File: src/dpm_regs.svh
// constants for the dual-port memory host port controller
// Behaviour
// - host keeps write strobe high during address changes
// - host reads with select and output enable low
// - host uses token select for token latches
// - token and array selects never low together
// - host waits flow-through delay before trusting reads
// - host releases token select before token read-back
`ifndef DPM_REGS_SVH
`define DPM_REGS_SVH

// ---------------------------------------------------------------
// widths and addresses
// ---------------------------------------------------------------
`define DPM_ADDR_W        14
`define DPM_DATA_W        9
`define DPM_MBOX_TOP      14'h3FFF
`define DPM_MBOX_NEXT     14'h3FFE
`define DPM_TOKEN_MASK    14'h0007

// ---------------------------------------------------------------
// timing, in ns and in ref_clk cycles
// ---------------------------------------------------------------
`define DPM_CLK_NS        10
`define DPM_T_PWE_NS      12
`define DPM_T_DDD_NS      25
`define DPM_T_SOP_NS      10
`define DPM_SYNC_STAGES   2
`define DPM_PWE_CYC       ((`DPM_T_PWE_NS + `DPM_CLK_NS - 1) / `DPM_CLK_NS)
`define DPM_SOP_CYC       ((`DPM_T_SOP_NS + `DPM_CLK_NS - 1) / `DPM_CLK_NS)
`define DPM_RD_CYC        (((`DPM_T_DDD_NS + `DPM_CLK_NS - 1) / `DPM_CLK_NS) + `DPM_SYNC_STAGES)

`endif

File: src/dpm_pkg.sv
// types of the dual-port memory host port controller
package dpm_pkg;

  typedef enum logic [1:0] {
    DPM_OP_READ      = 2'h0,
    DPM_OP_WRITE     = 2'h1,
    DPM_OP_TOK_WRITE = 2'h2,
    DPM_OP_TOK_REQ   = 2'h3
  } dpm_op_t;

  typedef enum logic [2:0] {
    DPM_IDLE     = 3'h0,
    DPM_SETUP    = 3'h1,
    DPM_WR_PULSE = 3'h2,
    DPM_WR_END   = 3'h3,
    DPM_SEM_GAP  = 3'h4,
    DPM_RD_WAIT  = 3'h5
  } dpm_state_t;

  typedef struct packed {
    dpm_state_t  state;
    logic [3:0]  cnt;
    logic        tokReq;
    logic        busySeen;
    logic        ceN;
    logic        semN;
    logic        rwN;
    logic        oeN;
    logic [13:0] addr;
    logic [8:0]  dataOut;
    logic        dataOe;
    logic        ready;
    logic        rspValid;
    logic        rspContended;
    logic [8:0]  rspData;
    logic        mailbox;
  } dpm_host_s_t;

endpackage

File: src/dpm_sync2.sv
// two-flop synchroniser for pin inputs
`timescale 1ns/10ps
module dpm_sync2 #(
  parameter int WIDTH = 1
) (
  // clock and reset
  input  wire logic             ref_clk,
  input  wire logic             reset_n,
  // asynchronous level in, synchronised level out
  input  wire logic [WIDTH-1:0] asyncIn,
  output logic      [WIDTH-1:0] syncOut
);

  logic [WIDTH-1:0] stage1;

  always_ff @(posedge ref_clk or negedge reset_n) begin
    if (!reset_n) begin
      stage1  <= '1;
      syncOut <= '1;
    end else begin
      stage1  <= asyncIn;
      syncOut <= stage1;
    end
  end

endmodule

File: src/dpm_host.sv
// host controller driving one port of the dual-port memory
`timescale 1ns/10ps
`include "dpm_regs.svh"
module dpm_host (
  // clock and reset
  input  wire logic                   ref_clk,
  input  wire logic                   reset_n,
  // user command port
  input  wire logic                   cmdValid,
  output logic                        cmdReady,
  input  wire dpm_pkg::dpm_op_t       cmdOp,
  input  wire logic [`DPM_ADDR_W-1:0] cmdAddr,
  input  wire logic [`DPM_DATA_W-1:0] cmdData,
  // user response port
  output logic                        rspValid,
  output logic [`DPM_DATA_W-1:0]      rspData,
  output logic                        rspContended,
  // mailbox status
  output logic                        mailboxPending,
  // memory port selects and strobes
  output logic                        chipSelN,
  output logic                        tokenSelN,
  output logic                        rwSelN,
  output logic                        outDriveN,
  // memory address and data pins
  output logic [`DPM_ADDR_W-1:0]      memAddr,
  input  wire logic [`DPM_DATA_W-1:0] memDataIn,
  output logic [`DPM_DATA_W-1:0]      memDataOut,
  output logic                        memDataOe,
  // memory flag pins
  input  wire logic                   contendN,
  input  wire logic                   mailboxIntN
);

  // ---------------------------------------------------------------
  // timing counts, rounded up to whole clock cycles
  // ---------------------------------------------------------------
  localparam logic [3:0] PWE_CYC = 4'(`DPM_PWE_CYC);
  localparam logic [3:0] SOP_CYC = 4'(`DPM_SOP_CYC);
  localparam logic [3:0] RD_CYC  = 4'(`DPM_RD_CYC);

  dpm_pkg::dpm_host_s_t s;
  dpm_pkg::dpm_host_s_t next_s;

  logic [`DPM_DATA_W-1:0] dataSync;
  logic                   contendSyncN;
  logic                   intSyncN;

  // ---------------------------------------------------------------
  // helpers
  // ---------------------------------------------------------------
  function automatic logic isToken(input dpm_pkg::dpm_op_t op);
    isToken = (op == dpm_pkg::DPM_OP_TOK_WRITE) || (op == dpm_pkg::DPM_OP_TOK_REQ);
  endfunction

  // a wait ends on the edge where the count reads one
  function automatic logic cntLast(input logic [3:0] cnt);
    cntLast = (cnt == 4'h1);
  endfunction

  function automatic logic [3:0] cntDown(input logic [3:0] cnt);
    cntDown = cnt - 4'h1;
  endfunction

  // ---------------------------------------------------------------
  // pin input synchronisers
  // ---------------------------------------------------------------
  dpm_sync2 #(
    .WIDTH(`DPM_DATA_W + 2)
  ) u_sync (
    .ref_clk (ref_clk),
    .reset_n (reset_n),
    .asyncIn ({memDataIn, contendN, mailboxIntN}),
    .syncOut ({dataSync, contendSyncN, intSyncN})
  );

  // ---------------------------------------------------------------
  // access sequencer
  // ---------------------------------------------------------------
  always_comb begin
    next_s          = s;
    next_s.rspValid = 1'b0;
    next_s.mailbox  = ~intSyncN;
    unique case (s.state)
      dpm_pkg::DPM_IDLE: begin
        if (cmdValid) begin
          // address moves only while the write strobe is high
          if (isToken(cmdOp)) begin
            // upper lines forced low so a token access never aliases a word
            next_s.addr    = cmdAddr & `DPM_TOKEN_MASK;
            // token writes copy the lowest command data bit onto every data line
            next_s.dataOut = {`DPM_DATA_W{cmdData[0]}};
            // one select only, the other held high
            next_s.semN    = 1'b0;
            next_s.ceN     = 1'b1;
          end else begin
            next_s.addr    = cmdAddr;
            next_s.dataOut = cmdData;
            next_s.semN    = 1'b1;
            next_s.ceN     = 1'b0;
          end
          next_s.tokReq   = (cmdOp == dpm_pkg::DPM_OP_TOK_REQ);
          next_s.busySeen = 1'b0;
          next_s.ready    = 1'b0;
          if (cmdOp == dpm_pkg::DPM_OP_READ) begin
            next_s.oeN   = 1'b0;
            next_s.cnt   = RD_CYC;
            next_s.state = dpm_pkg::DPM_RD_WAIT;
          end else begin
            next_s.state = dpm_pkg::DPM_SETUP;
          end
        end
      end
      dpm_pkg::DPM_SETUP: begin
        next_s.rwN    = 1'b0;
        next_s.dataOe = 1'b1;
        next_s.cnt    = PWE_CYC;
        next_s.state  = dpm_pkg::DPM_WR_PULSE;
      end
      dpm_pkg::DPM_WR_PULSE: begin
        // contended write is held off by the device; stretch until it clears
        if (!contendSyncN && s.ceN == 1'b0) begin
          next_s.busySeen = 1'b1;
          next_s.cnt      = PWE_CYC;
        end else if (cntLast(s.cnt)) begin
          next_s.rwN   = 1'b1;
          next_s.state = dpm_pkg::DPM_WR_END;
        end else begin
          next_s.cnt = cntDown(s.cnt);
        end
      end
      dpm_pkg::DPM_WR_END: begin
        next_s.dataOe = 1'b0;
        next_s.semN   = 1'b1;
        if (s.tokReq) begin
          // token select released for the update pulse before read-back
          next_s.cnt   = SOP_CYC;
          next_s.state = dpm_pkg::DPM_SEM_GAP;
        end else begin
          next_s.ceN          = 1'b1;
          next_s.rspValid     = 1'b1;
          next_s.rspContended = s.busySeen;
          next_s.ready        = 1'b1;
          next_s.state        = dpm_pkg::DPM_IDLE;
        end
      end
      dpm_pkg::DPM_SEM_GAP: begin
        if (cntLast(s.cnt)) begin
          next_s.semN  = 1'b0;
          next_s.oeN   = 1'b0;
          next_s.cnt   = RD_CYC;
          next_s.state = dpm_pkg::DPM_RD_WAIT;
        end else begin
          next_s.cnt = cntDown(s.cnt);
        end
      end
      dpm_pkg::DPM_RD_WAIT: begin
        if (!contendSyncN && s.ceN == 1'b0) begin
          next_s.busySeen = 1'b1;
        end
        // waiting the flow-through delay plus sync stages covers a racing write
        if (cntLast(s.cnt)) begin
          next_s.rspData      = dataSync;
          next_s.oeN          = 1'b1;
          next_s.ceN          = 1'b1;
          next_s.semN         = 1'b1;
          next_s.rspValid     = 1'b1;
          next_s.rspContended = s.busySeen;
          next_s.ready        = 1'b1;
          next_s.state        = dpm_pkg::DPM_IDLE;
        end else begin
          next_s.cnt = cntDown(s.cnt);
        end
      end
      default: begin
        next_s       = s;
        next_s.state = dpm_pkg::DPM_IDLE;
        next_s.ceN   = 1'b1;
        next_s.semN  = 1'b1;
        next_s.rwN   = 1'b1;
        next_s.oeN   = 1'b1;
        next_s.ready = 1'b1;
      end
    endcase
  end

  // ---------------------------------------------------------------
  // state register; every pin strobe parks high in reset
  // ---------------------------------------------------------------
  always_ff @(posedge ref_clk or negedge reset_n) begin
    if (!reset_n) begin
      s.state        <= dpm_pkg::DPM_IDLE;
      s.cnt          <= 4'h0;
      s.tokReq       <= 1'b0;
      s.busySeen     <= 1'b0;
      s.ceN          <= 1'b1;
      s.semN         <= 1'b1;
      s.rwN          <= 1'b1;
      s.oeN          <= 1'b1;
      s.addr         <= 14'h0000;
      s.dataOut      <= 9'h000;
      s.dataOe       <= 1'b0;
      s.ready        <= 1'b1;
      s.rspValid     <= 1'b0;
      s.rspContended <= 1'b0;
      s.rspData      <= 9'h000;
      s.mailbox      <= 1'b0;
    end else begin
      s <= next_s;
    end
  end

  // ---------------------------------------------------------------
  // outputs, all straight from the state register
  // ---------------------------------------------------------------
  assign cmdReady       = s.ready;
  assign rspValid       = s.rspValid;
  assign rspData        = s.rspData;
  assign rspContended   = s.rspContended;
  assign mailboxPending = s.mailbox;
  assign chipSelN       = s.ceN;
  assign tokenSelN      = s.semN;
  assign rwSelN         = s.rwN;
  assign outDriveN      = s.oeN;
  assign memAddr        = s.addr;
  assign memDataOut     = s.dataOut;
  assign memDataOe      = s.dataOe;

endmodule

File: config.mk
export PLATFORM = sky130hd
export DESIGN_NAME = dpm_host
export DESIGN_NICKNAME = d
export VERILOG_FILES = /design/src/dpm_pkg.sv /design/src/dpm_sync2.sv /design/src/dpm_host.sv
export VERILOG_INCLUDE_DIRS = /design/src
export SDC_FILE = /design/constraint.sdc
export NUM_CORES = 1
export LEC_CHECK = 0
export BUFFER_PORTS_ARGS = -buffer_cell sky130_fd_sc_hd__clkbuf_2
export CELL_PAD_IN_SITES_DETAIL_PLACEMENT = 1
export CELL_PAD_IN_SITES_GLOBAL_PLACEMENT = 1
export CORE_ASPECT_RATIO = 0.6
export CORE_MARGIN = 2
export CORE_UTILIZATION = 44
export DETAILED_ROUTE_END_ITERATION = 7
export PLACE_DENSITY = 0.84
export SLEW_MARGIN = 0
export SYNTH_ARGS = -nofsm -noshare
export SYNTH_HDL_FRONTEND = slang
export SYNTH_SLANG_ARGS = --single-unit
File: constraint.sdc
create_clock -name ref_clk -period 5.6 [get_ports ref_clk]
set_clock_uncertainty 0.1 [all_clocks]
set_input_delay 1.12 -clock ref_clk [delete_from_list [all_inputs] [get_ports ref_clk]]
set_output_delay 1.12 -clock ref_clk [all_outputs]
set_load 0.05 [all_outputs]
---- After elaboration in Yosys (flattened, before gate mapping) ----
Index checks and enable logic that the tools add are counted.
Widths: inputs -> output; s select.
word-level totals
  bits in registers ....................... 72
  input port bits ......................... 39
  output and inout port bits .............. 41
operators by class
  $add $sub $neg .......................... 1
  equality and inequality tests ........... 17
  muxes and demuxes ....................... 34
  bitwise gates (word level) .............. 7
  reduce and logical (&&, ||, !) cells .... 27
operators by type and width
  operator            number
  $pmux 7 s6          1
  $mux 24             1
  $mux 23             1
  $mux 3              7
  $mux 4              5
  $ne 2x2->1 const B  8
  $pmux 1 s4          4
  $reduce_and 4->1    4
  $mux 12             1
  $mux 11             1
  $reduce_and 5->1    2
  $reduce_or 4->1     2
  $mux 1              7
  $not 1->1           7
  $eq 3x2->1 const B  2
  $eq 3x3->1 const B  2
  $pmux 2 s3          1
  $reduce_and 3->1    2
  $reduce_bool 2->1   3
  $reduce_bool 6->1   1
  $reduce_or 3->1     2
  $reduce_or 6->1     1
  $eq 2x2->1 const B  2
  $eq 4x1->1 const B  1
  other kinds (14)    18

---- Longest topological paths before layout ----
  depth in word-level cells ............... 5
  mapped depth ............................ 9
  mapped depth without buffers ............ 9

---- By module ----
From an unflattened synthesis, not the netlist that was laid out.
second synthesis, totals
  cell total of the unflattened synthesis .. 297
  area total of the unflattened synthesis .. 3243.1 sq um
by module, submodules not included
  module     times used  cells an instance  area an instance (sq um)  seq. area each (sq um)
  dpm_host   1           275                2665.1                    1257.5
  dpm_sync2  1           22                 578.1                     578.1

---- Worst setup path before layout ----
OpenSTA, ideal clock, no wires.
  path kind ............................... flip-flop to flip-flop
  start ................................... register s[44] (netlist name)
  end ..................................... register s[43] (netlist name)
  library setup time ...................... 0.127 ns
  arrival ................................. 1.978 ns
  required time ........................... 5.373 ns
  slack ................................... 3.395 ns
  cell stages (with the launch flop) ...... 10
  path buffers ............................ 0
  period minus slack after synthesis ...... 2.205 ns
  cell sequence ........................... dfrtp_1 inv_1 ha_1 nor3b_4 inv_1 ha_1 nand2b_1 a32oi_1 o22ai_1 mux2_1
between the ends
  longest elaborated chain between the ends .. 4
ends and longest elaborated chain
  item                    line             RTL
  start, declared         dpm_host.sv:42   dpm_pkg::dpm_host_s_t s;
  start signal, assigned  dpm_host.sv:209  s <= next_s;
  $eq 4x1->1 *            dpm_host.sv:58   cntLast = (cnt == 4'h1);
  $mux 4 (2 in a row)     n/a
  $pmux 7 s6 *            dpm_host.sv:84   unique case (s.state)
Mark *: on every way between the ends. The rest lies on a longest branch, timed or not.
A chain may end at the register's enable or synchronous reset.

---- Worst setup path in the final report ----
Ends and elaborated chain as after synthesis.

==> impl_metrics.tcl <==
set metrics [dict create \
    status "finished clean" \
    floorplan.initialDensity 0.451 \
    cts_made_buffers 9 \
    synth.avg_cell_area_sq_um 10.7 \
    die_h_um 70.7 \
    cts_tree "built" \
    clk-insertion-delay-late_ps 330 \
    peakVddDrop_mv 0.370 \
    timing.fmax_mhz 377 \
    antenna_found_initial 0 \
    cts_setup_buffers 0 \
    finalHoldViolations 0 \
    relSlewSlack 0.213 \
    place_hpwl_mm 5.18 \
    r2r-end "s[43]" \
    root_buffer "clkbuf_16" \
    synthToLayoutAreaGrowth_pct 16.0 \
    synthFlopType "dfrtp_1" \
    stdcell_count 457 \
    hold_path_class "flop to flop" \
    via_per_inst 5.06 \
    worstSetupEndpointType "flop" \
    critPathKind "flop to flop" \
    nets 390 \
    multi_input_area_sq_um 1060 \
    power_density_nw_per_um2 707 \
    grt_pass1_vias 2450 \
    track_usage 0.195 \
    grt_max_degree 73 \
    ff2ff_path_depth 9 \
    setup-tns-final_ps 0 \
    seqCellArea_sq_um 1840 \
    synthCells 304 \
    synth_edf_count 0 \
    cts.reportedPaths.clkPinSlew_ps 60 \
    num_io_pins 80 \
    die_w_um 115 \
    layout_commonest_cell "clkbuf_2" \
    syn_nets 346 \
    reg2reg_slack_ps 2940 \
    wire_per_inst_um 15.9 \
    drt_wl_total_mm 7.28 \
    dp.cells 441 \
    max-clock-path-buffers 2 \
    antenna_left 0 \
    antenna_cells 0 \
    grt_pass1_wl_mm 12.1 \
    crit_fanout 8 \
    drtIter0Drc 96 \
    synth_warnings 0 \
    cellLeakagePower_nw 1.82 \
    cp-start-kind "flop" \
    worstPathRequired_ps 5710 \
    drc 0 \
    cts_resized 0 \
    final_cell_mix "78 x clkbuf_2, 54 x nand2_1, 45 x dfrtp_1" \
    maxSlewViolCount 0 \
    rsz0062_at_grt "false" \
    syn_area_sq_um 3270 \
    worstPathArrival_ps 2770 \
    io_buffers 79 \
    reg2reg_from "s[44]" \
    fp.coreArea_sq_um 7240 \
    firstDrtPassIters 4 \
    hold_end "u_sync.syncOut[7]" \
    whs_path_depth 0 \
    async_reset_ff_frac 1.00 \
    ctsHtreeMaxLevel 3 \
    worst-slew-pin-transition_ps 1180 \
    vias 2313 \
    hold_buffers 0 \
    std_cell_rows 24 \
    period_share 0.474 \
    ys_seq_elements 72 \
    cap_violations 0 \
    overflow 0 \
    fillers 811 \
    cts_num_sinks 72 \
    seq_area_frac_synth 0.562 \
    synth_cell_types 46 \
    drive_above_1_share 0.414 \
    setup_viol 0 \
    gp_congestion 0.828 \
    die_area_sq_um 8150 \
    min_from "u_sync.stage1[7]" \
    min_period_ps 2660 \
]
where the power goes:
part | switching [mW] | total [mW] | internal (mW) | leakage (nW)
Clock | 0.221 | 0.616 | 0.395 | 0.161
Sequential | 0.171 | 0.886 | 0.715 | 0.843
Combinational | 0.840 | 1.18 | 0.338 | 0.819
state kept, by name, indices dropped and copies added, names as in the netlist:
register,cells
memAddr,14
tokenSelN,1
rspData,9
chipSelN,1
mailboxPending,1
u_sync.syncOut,11
rspValid,1
cmdReady,1
u_sync.stage1,11
rwSelN,1
memDataOe,1
memDataOut,9
rspContended,1
outDriveN,1
s,9
synth_stat cells (2+ instances only):
| cell type | count | area [sq um] |
|---|---|---|
| buf_1 | 2 | 7.51 |
| clkbuf_1 | 4 | 15.0 |
| ha_1 | 3 | 37.5 |
| buf_2 | 4 | 20.0 |
| buf_4 | 32 | 240 |
| nor2_1 | 11 | 41.3 |
| buf_6 | 5 | 56.3 |
| nand3_1 | 17 | 85.1 |
| mux2_2 | 11 | 124 |
| o211ai_1 | 3 | 22.5 |
| inv_1 | 9 | 33.8 |
| dfrtp_1 | 45 | 1130 |
| nand2_1 | 54 | 203 |
| a32oi_1 | 2 | 17.5 |
| o21ai_2 | 6 | 52.6 |
| o21ai_1 | 3 | 15.0 |
| a32o_1 | 2 | 20.0 |
| nor3_1 | 2 | 10.0 |
| or2_1 | 2 | 12.5 |
| dfstp_2 | 27 | 709 |
| nand2b_1 | 4 | 25.0 |
| o21a_1 | 3 | 22.5 |
| nor2b_1 | 6 | 37.5 |
| a21o_1 | 2 | 15.0 |
| o21ai_0 | 9 | 45.0 |
| o22a_1 | 2 | 17.5 |
| a21oi_1 | 15 | 75.1 |
worst max-delay path, cell delays in order (launching register included):
cell and delay [ps]:
dfrtp_1 400, inv_1 90, ha_1 190, nor3b_4 470, inv_1 180, ha_1 330
nand2b_1 160, a32oi_1 220, o22ai_1 100, mux2_1 310
kinds of logic (layout without fill, tap and decap cells):
group | Yosys count | after routing | synth area share
muxes | 13 | 13 | 0.0444
DFF | 72 | 72 | 0.562
adders and majority gates | 3 | 3 | 0.0115
xor gates and xnor gates | 1 | 1 | 0.00268
AOI/OAI and AO/OA | 56 | 56 | 0.117
buffers and inverters | 56 | 105 | 0.114
and+or+nand+nor | 103 | 103 | 0.148
area by class of cell:
class / count / area share
inverter: 9 / 0.00891
clock buffer: 9 / 0.0594
multi-input combinational: 176 / 0.279
timing repair buffer: 80 / 0.106
sequential: 72 / 0.484
tap: 104 / 0.0343
clock inverter: 7 / 0.0274
worst max path at each step:
| stage | slack (ps) | startpoint | to |
|---|---|---|---|
| 2_1_floorplan | 3390 | s[44] | s[43] |
| 3_3_place_gp | 2840 | cmdValid | memDataOut[2] |
| 3_5_place_dp | 2680 | cmdValid | memDataOut[1] |
| 4_1_cts | 2940 | s[44] | s[43] |
| 5_1_grt | 2710 | s[48] | memDataOut[1] |
| 6_report | 2940 | s[44] | s[43] |
routing by layer:
metal	vias up	routed length, um	global-route usage
li1	1075	-	-
met1	1170	3640	0.268
met2	65	3260	0.299
met3	3	354	0.0634
met4	0	28	0.0535
met5	-	0	0
per-stage QoR:
step / setup WS (ps) / total power, mW / cell area, sq um / utilization / hold WS (ps)
detailed placement: 2680 / 2.08 / 3460 / 0.478 / 247
global route: 2710 / 2.85 / 3790 / 0.524 / 258
floorplan: 3390 / 1.95 / 3270 / - / 245
global placement: 2840 / 2.02 / 3460 / 0.478 / 245
CTS: 2940 / 2.71 / 3790 / 0.524 / 256
finish: 2940 / 2.68 / 3790 / 0.524 / 256
(Power assumes the default switching activity.)
